==> src/tmr8_pkg.sv <==
// tmr8_pkg: register map, field positions and encodings of the 8-bit timer
`default_nettype none
package tmr8_pkg;
    // register byte addresses on the register bus
    localparam logic [7:0] tmr8_addr_ctrl_a = 8'h00;
    localparam logic [7:0] tmr8_addr_ctrl_b = 8'h04;
    localparam logic [7:0] tmr8_addr_count = 8'h08;
    localparam logic [7:0] tmr8_addr_cmp_a = 8'h0c;
    localparam logic [7:0] tmr8_addr_cmp_b = 8'h10;
    localparam logic [7:0] tmr8_addr_mask = 8'h14;
    localparam logic [7:0] tmr8_addr_flags = 8'h18;
    localparam logic [7:0] tmr8_addr_ack = 8'h1c;
    // control b fields
    localparam int tmr8_pos_force_a = 7;
    localparam int tmr8_pos_force_b = 6;
    localparam int tmr8_pos_wave_bit2 = 3;
    // flag and mask bit positions
    localparam int tmr8_pos_cmp_b = 2;
    localparam int tmr8_pos_cmp_a = 1;
    localparam int tmr8_pos_ovf = 0;
    // reset values
    localparam logic [7:0] tmr8_rst_reg = 8'h00;
    localparam logic [9:0] tmr8_rst_presc = 10'h000;
    // prescaler tap masks: tap fires when masked count bits are all ones
    localparam logic [9:0] tmr8_tap_8 = 10'h007;
    localparam logic [9:0] tmr8_tap_64 = 10'h03f;
    localparam logic [9:0] tmr8_tap_256 = 10'h0ff;
    localparam logic [9:0] tmr8_tap_1024 = 10'h3ff;
    // fixed top value
    localparam logic [7:0] tmr8_max = 8'hff;
    localparam logic [7:0] tmr8_bottom = 8'h00;
    // clock select encodings
    localparam logic [2:0] tmr8_cs_stop = 3'h0;
    localparam logic [2:0] tmr8_cs_div1 = 3'h1;
    localparam logic [2:0] tmr8_cs_div8 = 3'h2;
    localparam logic [2:0] tmr8_cs_div64 = 3'h3;
    localparam logic [2:0] tmr8_cs_div256 = 3'h4;
    localparam logic [2:0] tmr8_cs_div1024 = 3'h5;
    localparam logic [2:0] tmr8_cs_ext_fall = 3'h6;
    localparam logic [2:0] tmr8_cs_ext_rise = 3'h7;
    // waveform modes
    localparam logic [2:0] tmr8_wm_normal = 3'h0;
    localparam logic [2:0] tmr8_wm_pc_ff = 3'h1;
    localparam logic [2:0] tmr8_wm_clear_match = 3'h2;
    localparam logic [2:0] tmr8_wm_fast_ff = 3'h3;
    localparam logic [2:0] tmr8_wm_pc_a = 3'h5;
    localparam logic [2:0] tmr8_wm_fast_a = 3'h7;
    // compare output modes
    localparam logic [1:0] tmr8_com_off = 2'h0;
    localparam logic [1:0] tmr8_com_toggle = 2'h1;
    localparam logic [1:0] tmr8_com_clear = 2'h2;
    localparam logic [1:0] tmr8_com_set = 2'h3;
    // axi responses
    localparam logic [1:0] tmr8_resp_okay = 2'h0;
    localparam logic [1:0] tmr8_resp_slverr = 2'h2;
    // counter direction in phase-correct modes
    typedef enum logic [1:0] {
        tmr8_dir_up = 2'b01,
        tmr8_dir_down = 2'b10
    } tmr8_dir_t;
endpackage
`default_nettype wire

==> src/tmr8_timer.sv <==
// tmr8_timer: 8-bit timer/counter with two compare channels on axi4-lite
//
// Behaviour
// - force bits act only in non-pwm modes; software writes zero in pwm
// - force strobe applies a compare match to the output using mode bits
// - forced compare sets no flag and never clears the counter
// - force bits are write-only and read back as zero
// - clock select 0 stops, 1 undivided, 2..5 divide 8/64/256/1024
// - select 6 counts falling pin edges, 7 counts rising pin edges
// - pin edges count even while the pin is driven as an output
// - counter is read/write; a write blocks next timer-clock match
// - both compare registers compared continuously with the counter
// - mask bit 2 enables the channel b compare interrupt
// - mask bit 1 enables the channel a compare interrupt
// - mask bit 0 enables the overflow interrupt
// - flag bit 2 set on b match, cleared by vector or writing one
// - flag bit 1 set on a match, cleared by vector or writing one
// - flag bit 0 set on overflow per mode, cleared by vector or one
// - reserved control b and mask/flag bits ignore writes, read zero
// - control b bit 3 is the top waveform mode bit
// - mode selects normal, phase pwm, clear-on-match, fast pwm variants
// - non-pwm output modes: off, toggle, clear, set on match
`timescale 1ns/100ps
`default_nettype none
module tmr8_timer (
    input wire logic clock, // 25 mhz io clock
    input wire logic reset_n, // synchronous reset, active low
    input wire logic [7:0] s_axi_awaddr, // write address
    input wire logic s_axi_awvalid, // write address valid
    output logic s_axi_awready, // write address ready
    input wire logic [31:0] s_axi_wdata, // write data
    input wire logic [3:0] s_axi_wstrb, // write byte strobes
    input wire logic s_axi_wvalid, // write data valid
    output logic s_axi_wready, // write data ready
    output logic [1:0] s_axi_bresp, // write response
    output logic s_axi_bvalid, // write response valid
    input wire logic s_axi_bready, // write response ready
    input wire logic [7:0] s_axi_araddr, // read address
    input wire logic s_axi_arvalid, // read address valid
    output logic s_axi_arready, // read address ready
    output logic [31:0] s_axi_rdata, // read data
    output logic [1:0] s_axi_rresp, // read response
    output logic s_axi_rvalid, // read data valid
    input wire logic s_axi_rready, // read data ready
    input wire logic ext_count_pin, // external count input
    input wire logic [2:0] vector_ack, // vector taken: b, a, overflow
    output logic wave_out_a, // channel a waveform
    output logic wave_out_b, // channel b waveform
    output logic wave_en_a, // channel a pin override
    output logic wave_en_b, // channel b pin override
    output logic [2:0] irq_req // requests: b, a, overflow
);
    import tmr8_pkg::*;

    // ------------------------------------------------------------
    // registers
    // ------------------------------------------------------------
    logic [1:0] output_mode_a;
    logic [1:0] output_mode_b;
    logic [1:0] wave_mode_low_bits;
    logic wave_mode_bit2;
    logic [2:0] clock_select_field;
    logic [7:0] timer_count_value;
    logic [7:0] compare_value_a;
    logic [7:0] compare_value_b;
    logic [2:0] timer_irq_mask;
    logic [2:0] timer_irq_flags;
    logic [9:0] presc;
    logic pin_q;
    logic block_match;
    tmr8_dir_t dir;

    // ------------------------------------------------------------
    // bus slave
    // ------------------------------------------------------------
    logic aw_held, w_held;
    logic [7:0] aw_addr;
    logic [31:0] w_data;
    logic [3:0] w_strb;
    logic wr_go, wr_lane0;
    logic rd_go;

    assign s_axi_awready = !aw_held && !s_axi_bvalid;
    assign s_axi_wready = !w_held && !s_axi_bvalid;
    assign s_axi_arready = !s_axi_rvalid;
    assign wr_go = aw_held && w_held && !s_axi_bvalid;
    assign wr_lane0 = wr_go && w_strb[0];
    assign rd_go = s_axi_arvalid && s_axi_arready;

    // capture address and data in either order
    always_ff @(posedge clock) begin
        if (!reset_n) begin
            aw_held <= 1'b0;
            w_held <= 1'b0;
            aw_addr <= 8'h00;
            w_data <= 32'h0000_0000;
            w_strb <= 4'h0;
        end else begin
            if (s_axi_awvalid && s_axi_awready) begin
                aw_held <= 1'b1;
                aw_addr <= s_axi_awaddr;
            end else if (wr_go) begin
                aw_held <= 1'b0;
            end
            if (s_axi_wvalid && s_axi_wready) begin
                w_held <= 1'b1;
                w_data <= s_axi_wdata;
                w_strb <= s_axi_wstrb;
            end else if (wr_go) begin
                w_held <= 1'b0;
            end
        end
    end

    logic wr_known;
    always_comb begin
        case (aw_addr)
            tmr8_addr_ctrl_a, tmr8_addr_ctrl_b, tmr8_addr_count,
            tmr8_addr_cmp_a, tmr8_addr_cmp_b, tmr8_addr_mask,
            tmr8_addr_flags, tmr8_addr_ack: wr_known = 1'b1;
            default: wr_known = 1'b0;
        endcase
    end

    // write response
    always_ff @(posedge clock) begin
        if (!reset_n) begin
            s_axi_bvalid <= 1'b0;
            s_axi_bresp <= tmr8_resp_okay;
        end else if (wr_go) begin
            s_axi_bvalid <= 1'b1;
            s_axi_bresp <= wr_known ? tmr8_resp_okay : tmr8_resp_slverr;
        end else if (s_axi_bready) begin
            s_axi_bvalid <= 1'b0;
        end
    end

    logic wr_ctrl_a, wr_ctrl_b, wr_count, wr_flags;
    assign wr_ctrl_a = wr_lane0 && aw_addr == tmr8_addr_ctrl_a;
    assign wr_ctrl_b = wr_lane0 && aw_addr == tmr8_addr_ctrl_b;
    assign wr_count = wr_lane0 && aw_addr == tmr8_addr_count;
    assign wr_flags = wr_lane0 && aw_addr == tmr8_addr_flags;

    // plain configuration registers
    always_ff @(posedge clock) begin
        if (!reset_n) begin
            output_mode_a <= tmr8_com_off;
            output_mode_b <= tmr8_com_off;
            wave_mode_low_bits <= 2'h0;
            wave_mode_bit2 <= 1'b0;
            clock_select_field <= tmr8_cs_stop;
            compare_value_a <= tmr8_rst_reg;
            compare_value_b <= tmr8_rst_reg;
            timer_irq_mask <= 3'h0;
        end else begin
            if (wr_ctrl_a) begin
                output_mode_a <= w_data[7:6];
                output_mode_b <= w_data[5:4];
                wave_mode_low_bits <= w_data[1:0];
            end
            if (wr_ctrl_b) begin
                wave_mode_bit2 <= w_data[tmr8_pos_wave_bit2];
                clock_select_field <= w_data[2:0];
            end
            if (wr_lane0 && aw_addr == tmr8_addr_cmp_a)
                compare_value_a <= w_data[7:0];
            if (wr_lane0 && aw_addr == tmr8_addr_cmp_b)
                compare_value_b <= w_data[7:0];
            if (wr_lane0 && aw_addr == tmr8_addr_mask)
                timer_irq_mask <= w_data[2:0];
        end
    end

    // read data; force and reserved bits read zero
    logic [7:0] rd_byte;
    logic rd_known;
    always_comb begin
        rd_known = 1'b1;
        case (s_axi_araddr)
            tmr8_addr_ctrl_a: rd_byte = {output_mode_a, output_mode_b,
                2'b00, wave_mode_low_bits};
            tmr8_addr_ctrl_b: rd_byte = {4'h0, wave_mode_bit2,
                clock_select_field};
            tmr8_addr_count: rd_byte = timer_count_value;
            tmr8_addr_cmp_a: rd_byte = compare_value_a;
            tmr8_addr_cmp_b: rd_byte = compare_value_b;
            tmr8_addr_mask: rd_byte = {5'h00, timer_irq_mask};
            tmr8_addr_flags: rd_byte = {5'h00, timer_irq_flags};
            tmr8_addr_ack: rd_byte = 8'h00;
            default: begin
                rd_byte = 8'h00;
                rd_known = 1'b0;
            end
        endcase
    end

    always_ff @(posedge clock) begin
        if (!reset_n) begin
            s_axi_rvalid <= 1'b0;
            s_axi_rdata <= 32'h0000_0000;
            s_axi_rresp <= tmr8_resp_okay;
        end else if (rd_go) begin
            s_axi_rvalid <= 1'b1;
            s_axi_rdata <= {24'h00_0000, rd_byte};
            s_axi_rresp <= rd_known ? tmr8_resp_okay : tmr8_resp_slverr;
        end else if (s_axi_rready) begin
            s_axi_rvalid <= 1'b0;
        end
    end

    // ------------------------------------------------------------
    // clock select and prescaler
    // ------------------------------------------------------------
    logic [2:0] wave_mode;
    logic pwm_mode, top_is_a, tick;
    assign wave_mode = {wave_mode_bit2, wave_mode_low_bits};
    assign pwm_mode = wave_mode != tmr8_wm_normal
        && wave_mode != tmr8_wm_clear_match;
    assign top_is_a = wave_mode == tmr8_wm_clear_match
        || wave_mode == tmr8_wm_pc_a || wave_mode == tmr8_wm_fast_a;

    always_ff @(posedge clock) begin
        if (!reset_n) begin
            presc <= tmr8_rst_presc;
            pin_q <= 1'b0;
        end else begin
            presc <= presc + 10'h001;
            pin_q <= ext_count_pin;
        end
    end

    always_comb begin
        case (clock_select_field)
            tmr8_cs_div1: tick = 1'b1;
            tmr8_cs_div8: tick = (presc & tmr8_tap_8) == tmr8_tap_8;
            tmr8_cs_div64: tick = (presc & tmr8_tap_64) == tmr8_tap_64;
            tmr8_cs_div256: tick = (presc & tmr8_tap_256) == tmr8_tap_256;
            tmr8_cs_div1024: tick = presc == tmr8_tap_1024;
            tmr8_cs_ext_fall: tick = pin_q && !ext_count_pin;
            tmr8_cs_ext_rise: tick = !pin_q && ext_count_pin;
            default: tick = 1'b0;
        endcase
    end

    // ------------------------------------------------------------
    // counter
    // ------------------------------------------------------------
    logic [7:0] top;
    logic at_top, at_bottom, match_a, match_b;
    assign top = top_is_a ? compare_value_a : tmr8_max;
    assign at_top = timer_count_value == top;
    assign at_bottom = timer_count_value == tmr8_bottom;
    assign match_a = tick && !block_match
        && timer_count_value == compare_value_a;
    assign match_b = tick && !block_match
        && timer_count_value == compare_value_b;
    logic phase_mode;
    assign phase_mode = wave_mode == tmr8_wm_pc_ff
        || wave_mode == tmr8_wm_pc_a;

    always_ff @(posedge clock) begin
        if (!reset_n)
            block_match <= 1'b0;
        else if (wr_count)
            block_match <= 1'b1;
        else if (tick)
            block_match <= 1'b0;
    end

    always_ff @(posedge clock) begin
        if (!reset_n) begin
            timer_count_value <= tmr8_rst_reg;
            dir <= tmr8_dir_up;
        end else if (wr_count) begin
            timer_count_value <= w_data[7:0];
        end else if (tick) begin
            if (phase_mode) begin
                if (dir == tmr8_dir_up && at_top) begin
                    dir <= tmr8_dir_down;
                    timer_count_value <= timer_count_value - 8'h01;
                end else if (dir == tmr8_dir_down && at_bottom) begin
                    dir <= tmr8_dir_up;
                    timer_count_value <= timer_count_value + 8'h01;
                end else if (dir == tmr8_dir_up) begin
                    timer_count_value <= timer_count_value + 8'h01;
                end else begin
                    timer_count_value <= timer_count_value - 8'h01;
                end
            end else begin
                dir <= tmr8_dir_up;
                timer_count_value <= at_top ? tmr8_bottom
                    : timer_count_value + 8'h01;
            end
        end
    end

    // ------------------------------------------------------------
    // flags
    // ------------------------------------------------------------
    logic ovf_evt;
    always_comb begin
        if (phase_mode)
            ovf_evt = tick && at_bottom && dir == tmr8_dir_down;
        else if (wave_mode == tmr8_wm_fast_a)
            ovf_evt = tick && at_top;
        else
            ovf_evt = tick && timer_count_value == tmr8_max;
    end

    logic [2:0] flag_set, flag_clr;
    assign flag_set = {match_b, match_a, ovf_evt};
    assign flag_clr = vector_ack | (wr_flags ? w_data[2:0] : 3'h0);

    always_ff @(posedge clock) begin
        if (!reset_n)
            timer_irq_flags <= 3'h0;
        else
            timer_irq_flags <= flag_set | (timer_irq_flags & ~flag_clr);
    end

    assign irq_req = timer_irq_flags & timer_irq_mask;

    // ------------------------------------------------------------
    // waveform outputs
    // ------------------------------------------------------------
    logic force_a, force_b;
    assign force_a = wr_ctrl_b && w_data[tmr8_pos_force_a] && !pwm_mode;
    assign force_b = wr_ctrl_b && w_data[tmr8_pos_force_b] && !pwm_mode;

    function automatic logic wave_next(input logic cur,
            input logic [1:0] com);
        case (com)
            tmr8_com_toggle: wave_next = !cur;
            tmr8_com_clear: wave_next = 1'b0;
            tmr8_com_set: wave_next = 1'b1;
            default: wave_next = cur;
        endcase
    endfunction

    // match or forced strobe drives output, in non-pwm modes only
    always_ff @(posedge clock) begin
        if (!reset_n) begin
            wave_out_a <= 1'b0;
            wave_out_b <= 1'b0;
        end else begin
            if (force_a || (match_a && !pwm_mode))
                wave_out_a <= wave_next(wave_out_a, output_mode_a);
            if (force_b || (match_b && !pwm_mode))
                wave_out_b <= wave_next(wave_out_b, output_mode_b);
        end
    end

    assign wave_en_a = output_mode_a != tmr8_com_off;
    assign wave_en_b = output_mode_b != tmr8_com_off;
endmodule // tmr8_timer
`default_nettype wire

==> config.mk <==
export PLATFORM = sky130hd
export DESIGN_NAME = tmr8_timer
export DESIGN_NICKNAME = d
export VERILOG_FILES = /design/src/tmr8_pkg.sv /design/src/tmr8_timer.sv
export SDC_FILE = /design/constraint.sdc
export NUM_CORES = 1
export LEC_CHECK = 0
export BUFFER_PORTS_ARGS = -buffer_cell sky130_fd_sc_hd__buf_2
export CORE_ASPECT_RATIO = 1.2
export CORE_UTILIZATION = 59
export DETAILED_ROUTE_END_ITERATION = 12
export PLACE_DENSITY = 0.86
export SLEW_MARGIN = 20
export SYNTH_ARGS = -nofsm -noshare
export SYNTH_HDL_FRONTEND = slang
export SYNTH_SLANG_ARGS = --single-unit
==> constraint.sdc <==
create_clock -name clock -period 7.2 [get_ports clock]
set_clock_uncertainty 0.05 [all_clocks]
set_input_delay 0.36 -clock clock [delete_from_list [all_inputs] [get_ports clock]]
set_output_delay 0.36 -clock clock [all_outputs]
set_load 0.02 [all_outputs]
==> impl_metrics.csv <==
group,metric,value,unit
floorplan,io_pins,111,
critical_path,crit_required,7400,ps
grt,grt_pass1_wl,19900,um
grt,grt_pass1_vias,4104,
logic_synthesis,synth.distinct_cells,65,
floorplan,core.rowCount,36,
clock_network,clock_latency,360,ps
timing,hold_violations,0,
clock_network,ctsHtreeMaxLevel,3,
logic_synthesis,ys_seq_area_share,35.8,%
logic_synthesis,async_reset_ff_share,0,%
clock_network,postCtsSetupBuffers,0,
power_and_ir_drop,p_per_area,187,nW/um^2
outcome,status,"completed",
run,maxCapViolCount,0,
route,avgRoutedWirePerCell,16.8,um
critical_path,arrival,3370,ps
clock_network,cts.clk_slew.worst_paths,80,ps
grt,grt_max_degree,72,
critical_path,criticalPathCategory,"flip-flop to flip-flop",
logic_synthesis,synthFlopType,"dfxtp_1",
timing,slew_viol_final,0,
floorplan,coreArea,8110,sq um
route,wirelength,12700,um
clock_network,cts_buffer_depth,2,
floorplan,dieArea,8710,sq um
finish,area_growth,8.16,%
floorplan,dieWidth,85.4,um
logic_synthesis,synth_enable_flop_cells,0,
finish,n_antenna_cell,0,
finish,post-route-util,65.7,%
floorplan,die-height,102,um
route,viasPerCell,6.19,
timing,max_freq,0.316,GHz
clock_network,ctsResizeCount,0,
logic_synthesis,synth_cells,623,
logic_synthesis,synth_area,4920,sq um
timing,worst_slew_pin_slew,1040,ps
critical_path,critPathLaunchType,"flip-flop",
critical_path,cp-end-kind,"flip-flop",
logic_synthesis,avgSynthCellArea,7.90,sq um
placement,gp_congestion,0.950,
power_and_ir_drop,ir_worst_vdd,0.167,mV
route,drcViolationCount,0,
finish,fin_nets,723,
power_and_ir_drop,finalPower,0.994,mW
power_and_ir_drop,leakage,2.25,nW
finish,drive_gt1_share,13.7,%
placement,place_hpwl,8940,um
route,ant_nets,0,
clock_network,cts_tree,"built",
logic_synthesis,ys_ff_latch,88,
clock_network,cts_buffers,9,
grt,track_usage,29.5,%
timing,rsz0062_at_grt,"no",
route,drt_iter0_drc,488,
min_path,hold_path.class,"input port to flip-flop",
timing,relSlewSlack,30.3,%
route,via_count,4669,
clock_network,cts_sinks,88,
clock_network,clockRootBuffer,"clkbuf_8",
placement,port_buffers,57,
grt,overflow,0,
clock_network,cts.hold.buffers_added,0,
logic_synthesis,yosysWarnings,0,
grt,antenna_found_initial,0,
timing,finalCritPeriodShare,43.9,%
timing,finalSetupViolations,0,
timing,final.min_clock_period,3160,ps
timing,tns,0,ps
route,firstDrtPassIters,6,
floorplan,start_util,60.7,%
critical_path,crit_fanout,14,
stage by stage:
step           area [sq um]  setup slack, ps  hold WS (ps)  cells
2_1_floorplan          5020             4910           342    648
3_3_place_gp           5090             4170           348    739
3_5_place_dp           5090             4180           356    739
4_1_cts                5320             4130           116    754
5_1_grt                5320             3860           129    754
6_report               5320             4040           131    754
path summary, 6_finish.rpt:
path / from / end / slack, ps / cells past startpoint
max: timer_count_value[0] / timer_count_value[5] / 4040 / 7
min reg2reg: flip-flop / s_axi_bresp[1] / 360 / 1
min: s_axi_rready / s_axi_rvalid / 130 / 2
max reg2reg: timer_count_value[0] / timer_count_value[5] / 4040 / 7
routing by layer:
metal	track usage, %	routed length, um
met5	0	0
met3	4.36	884
met1	36.6	5030
met2	50.1	6190
met4	15.3	561
worst max-delay path, stage by stage, from the launching register on:
cell,delay [ps]
dfxtp_1,590
inv_1,220
a222oi_1,270
nand4_1,330
a21oi_1,910
a2111oi_0,260
o21a_1,170
a211o_1,250
cell usage in the layout, fill, tap and decap left out, types with 4 or more instances in the layout:
cell type,instances
dfxtp_1,88
nand2_1,83
nor2_1,66
buf_2,57
a21oi_1,43
mux2i_1,33
conb_1,26
nand3_1,24
o21ai_0,24
inv_1,16
xor2_1,15
and2_1,14
nor3_1,13
nand2b_1,11
clkbuf_8,10
nand4_1,9
a31oi_1,7
and3_1,7
a22oi_1,7
nand3b_1,6
nor4_1,5
a221oi_1,5
a31o_2,5
ha_1,5
nor3b_1,4
nor2b_1,4
o211ai_1,4
a2111oi_0,4
final cells by class:
cell class / instances / area [sq um]
Clock inverter: 3 / 90.1
Fill cell: 684 / 2780
Inverter: 17 / 63.8
Tap cell: 95 / 119
Timing Repair Buffer: 60 / 308
Clock buffer: 12 / 145
Sequential cell: 88 / 1760
Multi-Input combinational cell: 479 / 2840
power breakdown:
part	switching, mW	internal, mW	leakage (nW)
registers	0.0138	0.498	0.714
clock network	0.168	0.239	0.117
logic	0.0538	0.0232	1.42
total	0.235	0.759	2.25
cell usage after synthesis (2+ instances only):
library cell / number / area [sq um]
nand2b_1: 11 / 68.8
clkbuf_1: 29 / 109
buf_4: 26 / 195
or3_1: 2 / 12.5
a2111oi_0: 4 / 35.0
buf_2: 7 / 35.0
ha_1: 5 / 62.6
and3_1: 7 / 43.8
a221oi_1: 5 / 43.8
inv_1: 16 / 60.1
o21ai_0: 24 / 120
a31oi_1: 7 / 43.8
a2bb2oi_1: 3 / 26.3
nor2_1: 66 / 248
a22oi_1: 7 / 52.6
o32ai_1: 3 / 26.3
dfxtp_1: 88 / 1760
nand2_1: 83 / 312
a2111o_1: 3 / 33.8
nor3b_1: 4 / 30.0
and2_1: 14 / 87.6
nor2b_1: 4 / 25.0
nand4_1: 9 / 56.3
a311oi_1: 2 / 17.5
xor2_1: 15 / 131
a21oi_1: 43 / 215
nor3_1: 13 / 65.1
mux2i_1: 33 / 330
or2_2: 3 / 18.8
nand4b_1: 2 / 17.5
a31o_2: 5 / 43.8
a211oi_1: 3 / 22.5
o211ai_1: 4 / 30.0
nand3_1: 24 / 120
o22ai_1: 2 / 12.5
xnor2_1: 3 / 26.3
nor4_1: 5 / 31.3
a21o_1: 3 / 22.5
nand3b_1: 6 / 45.0
and4_1: 2 / 17.5
o21a_1: 2 / 15.0
and3b_1: 3 / 26.3
logic make-up (layout without fill, tap and decap cells):
family / Yosys count / count (layout) / share of synthesized area [%]
adders and majority gates: 5 / 5 / 1.27
buffers and inverters: 81 / 92 / 8.49
muxes: 33 / 33 / 6.71
AOI/OAI and AO/OA: 130 / 130 / 17.4
other: 1 / 26 / 0.0762
xor gates and xnor gates: 18 / 18 / 3.20
DFF: 88 / 88 / 35.8
and+or+nand+nor: 267 / 267 / 27.1
sequential cells by signal, indices dropped and copies added (netlist names), 2 cells and up, named ones only:
name	flops
presc	10
aw_addr	8
compare_value_a	8
compare_value_b	8
s_axi_rdata	8
timer_count_value	8
w_data	8
clock_select_field	3
timer_irq_flags	3
timer_irq_mask	3
dir	2
output_mode_a	2
output_mode_b	2
wave_mode_low_bits	2
No activity file was read; power rests on OpenSTA's default activity.
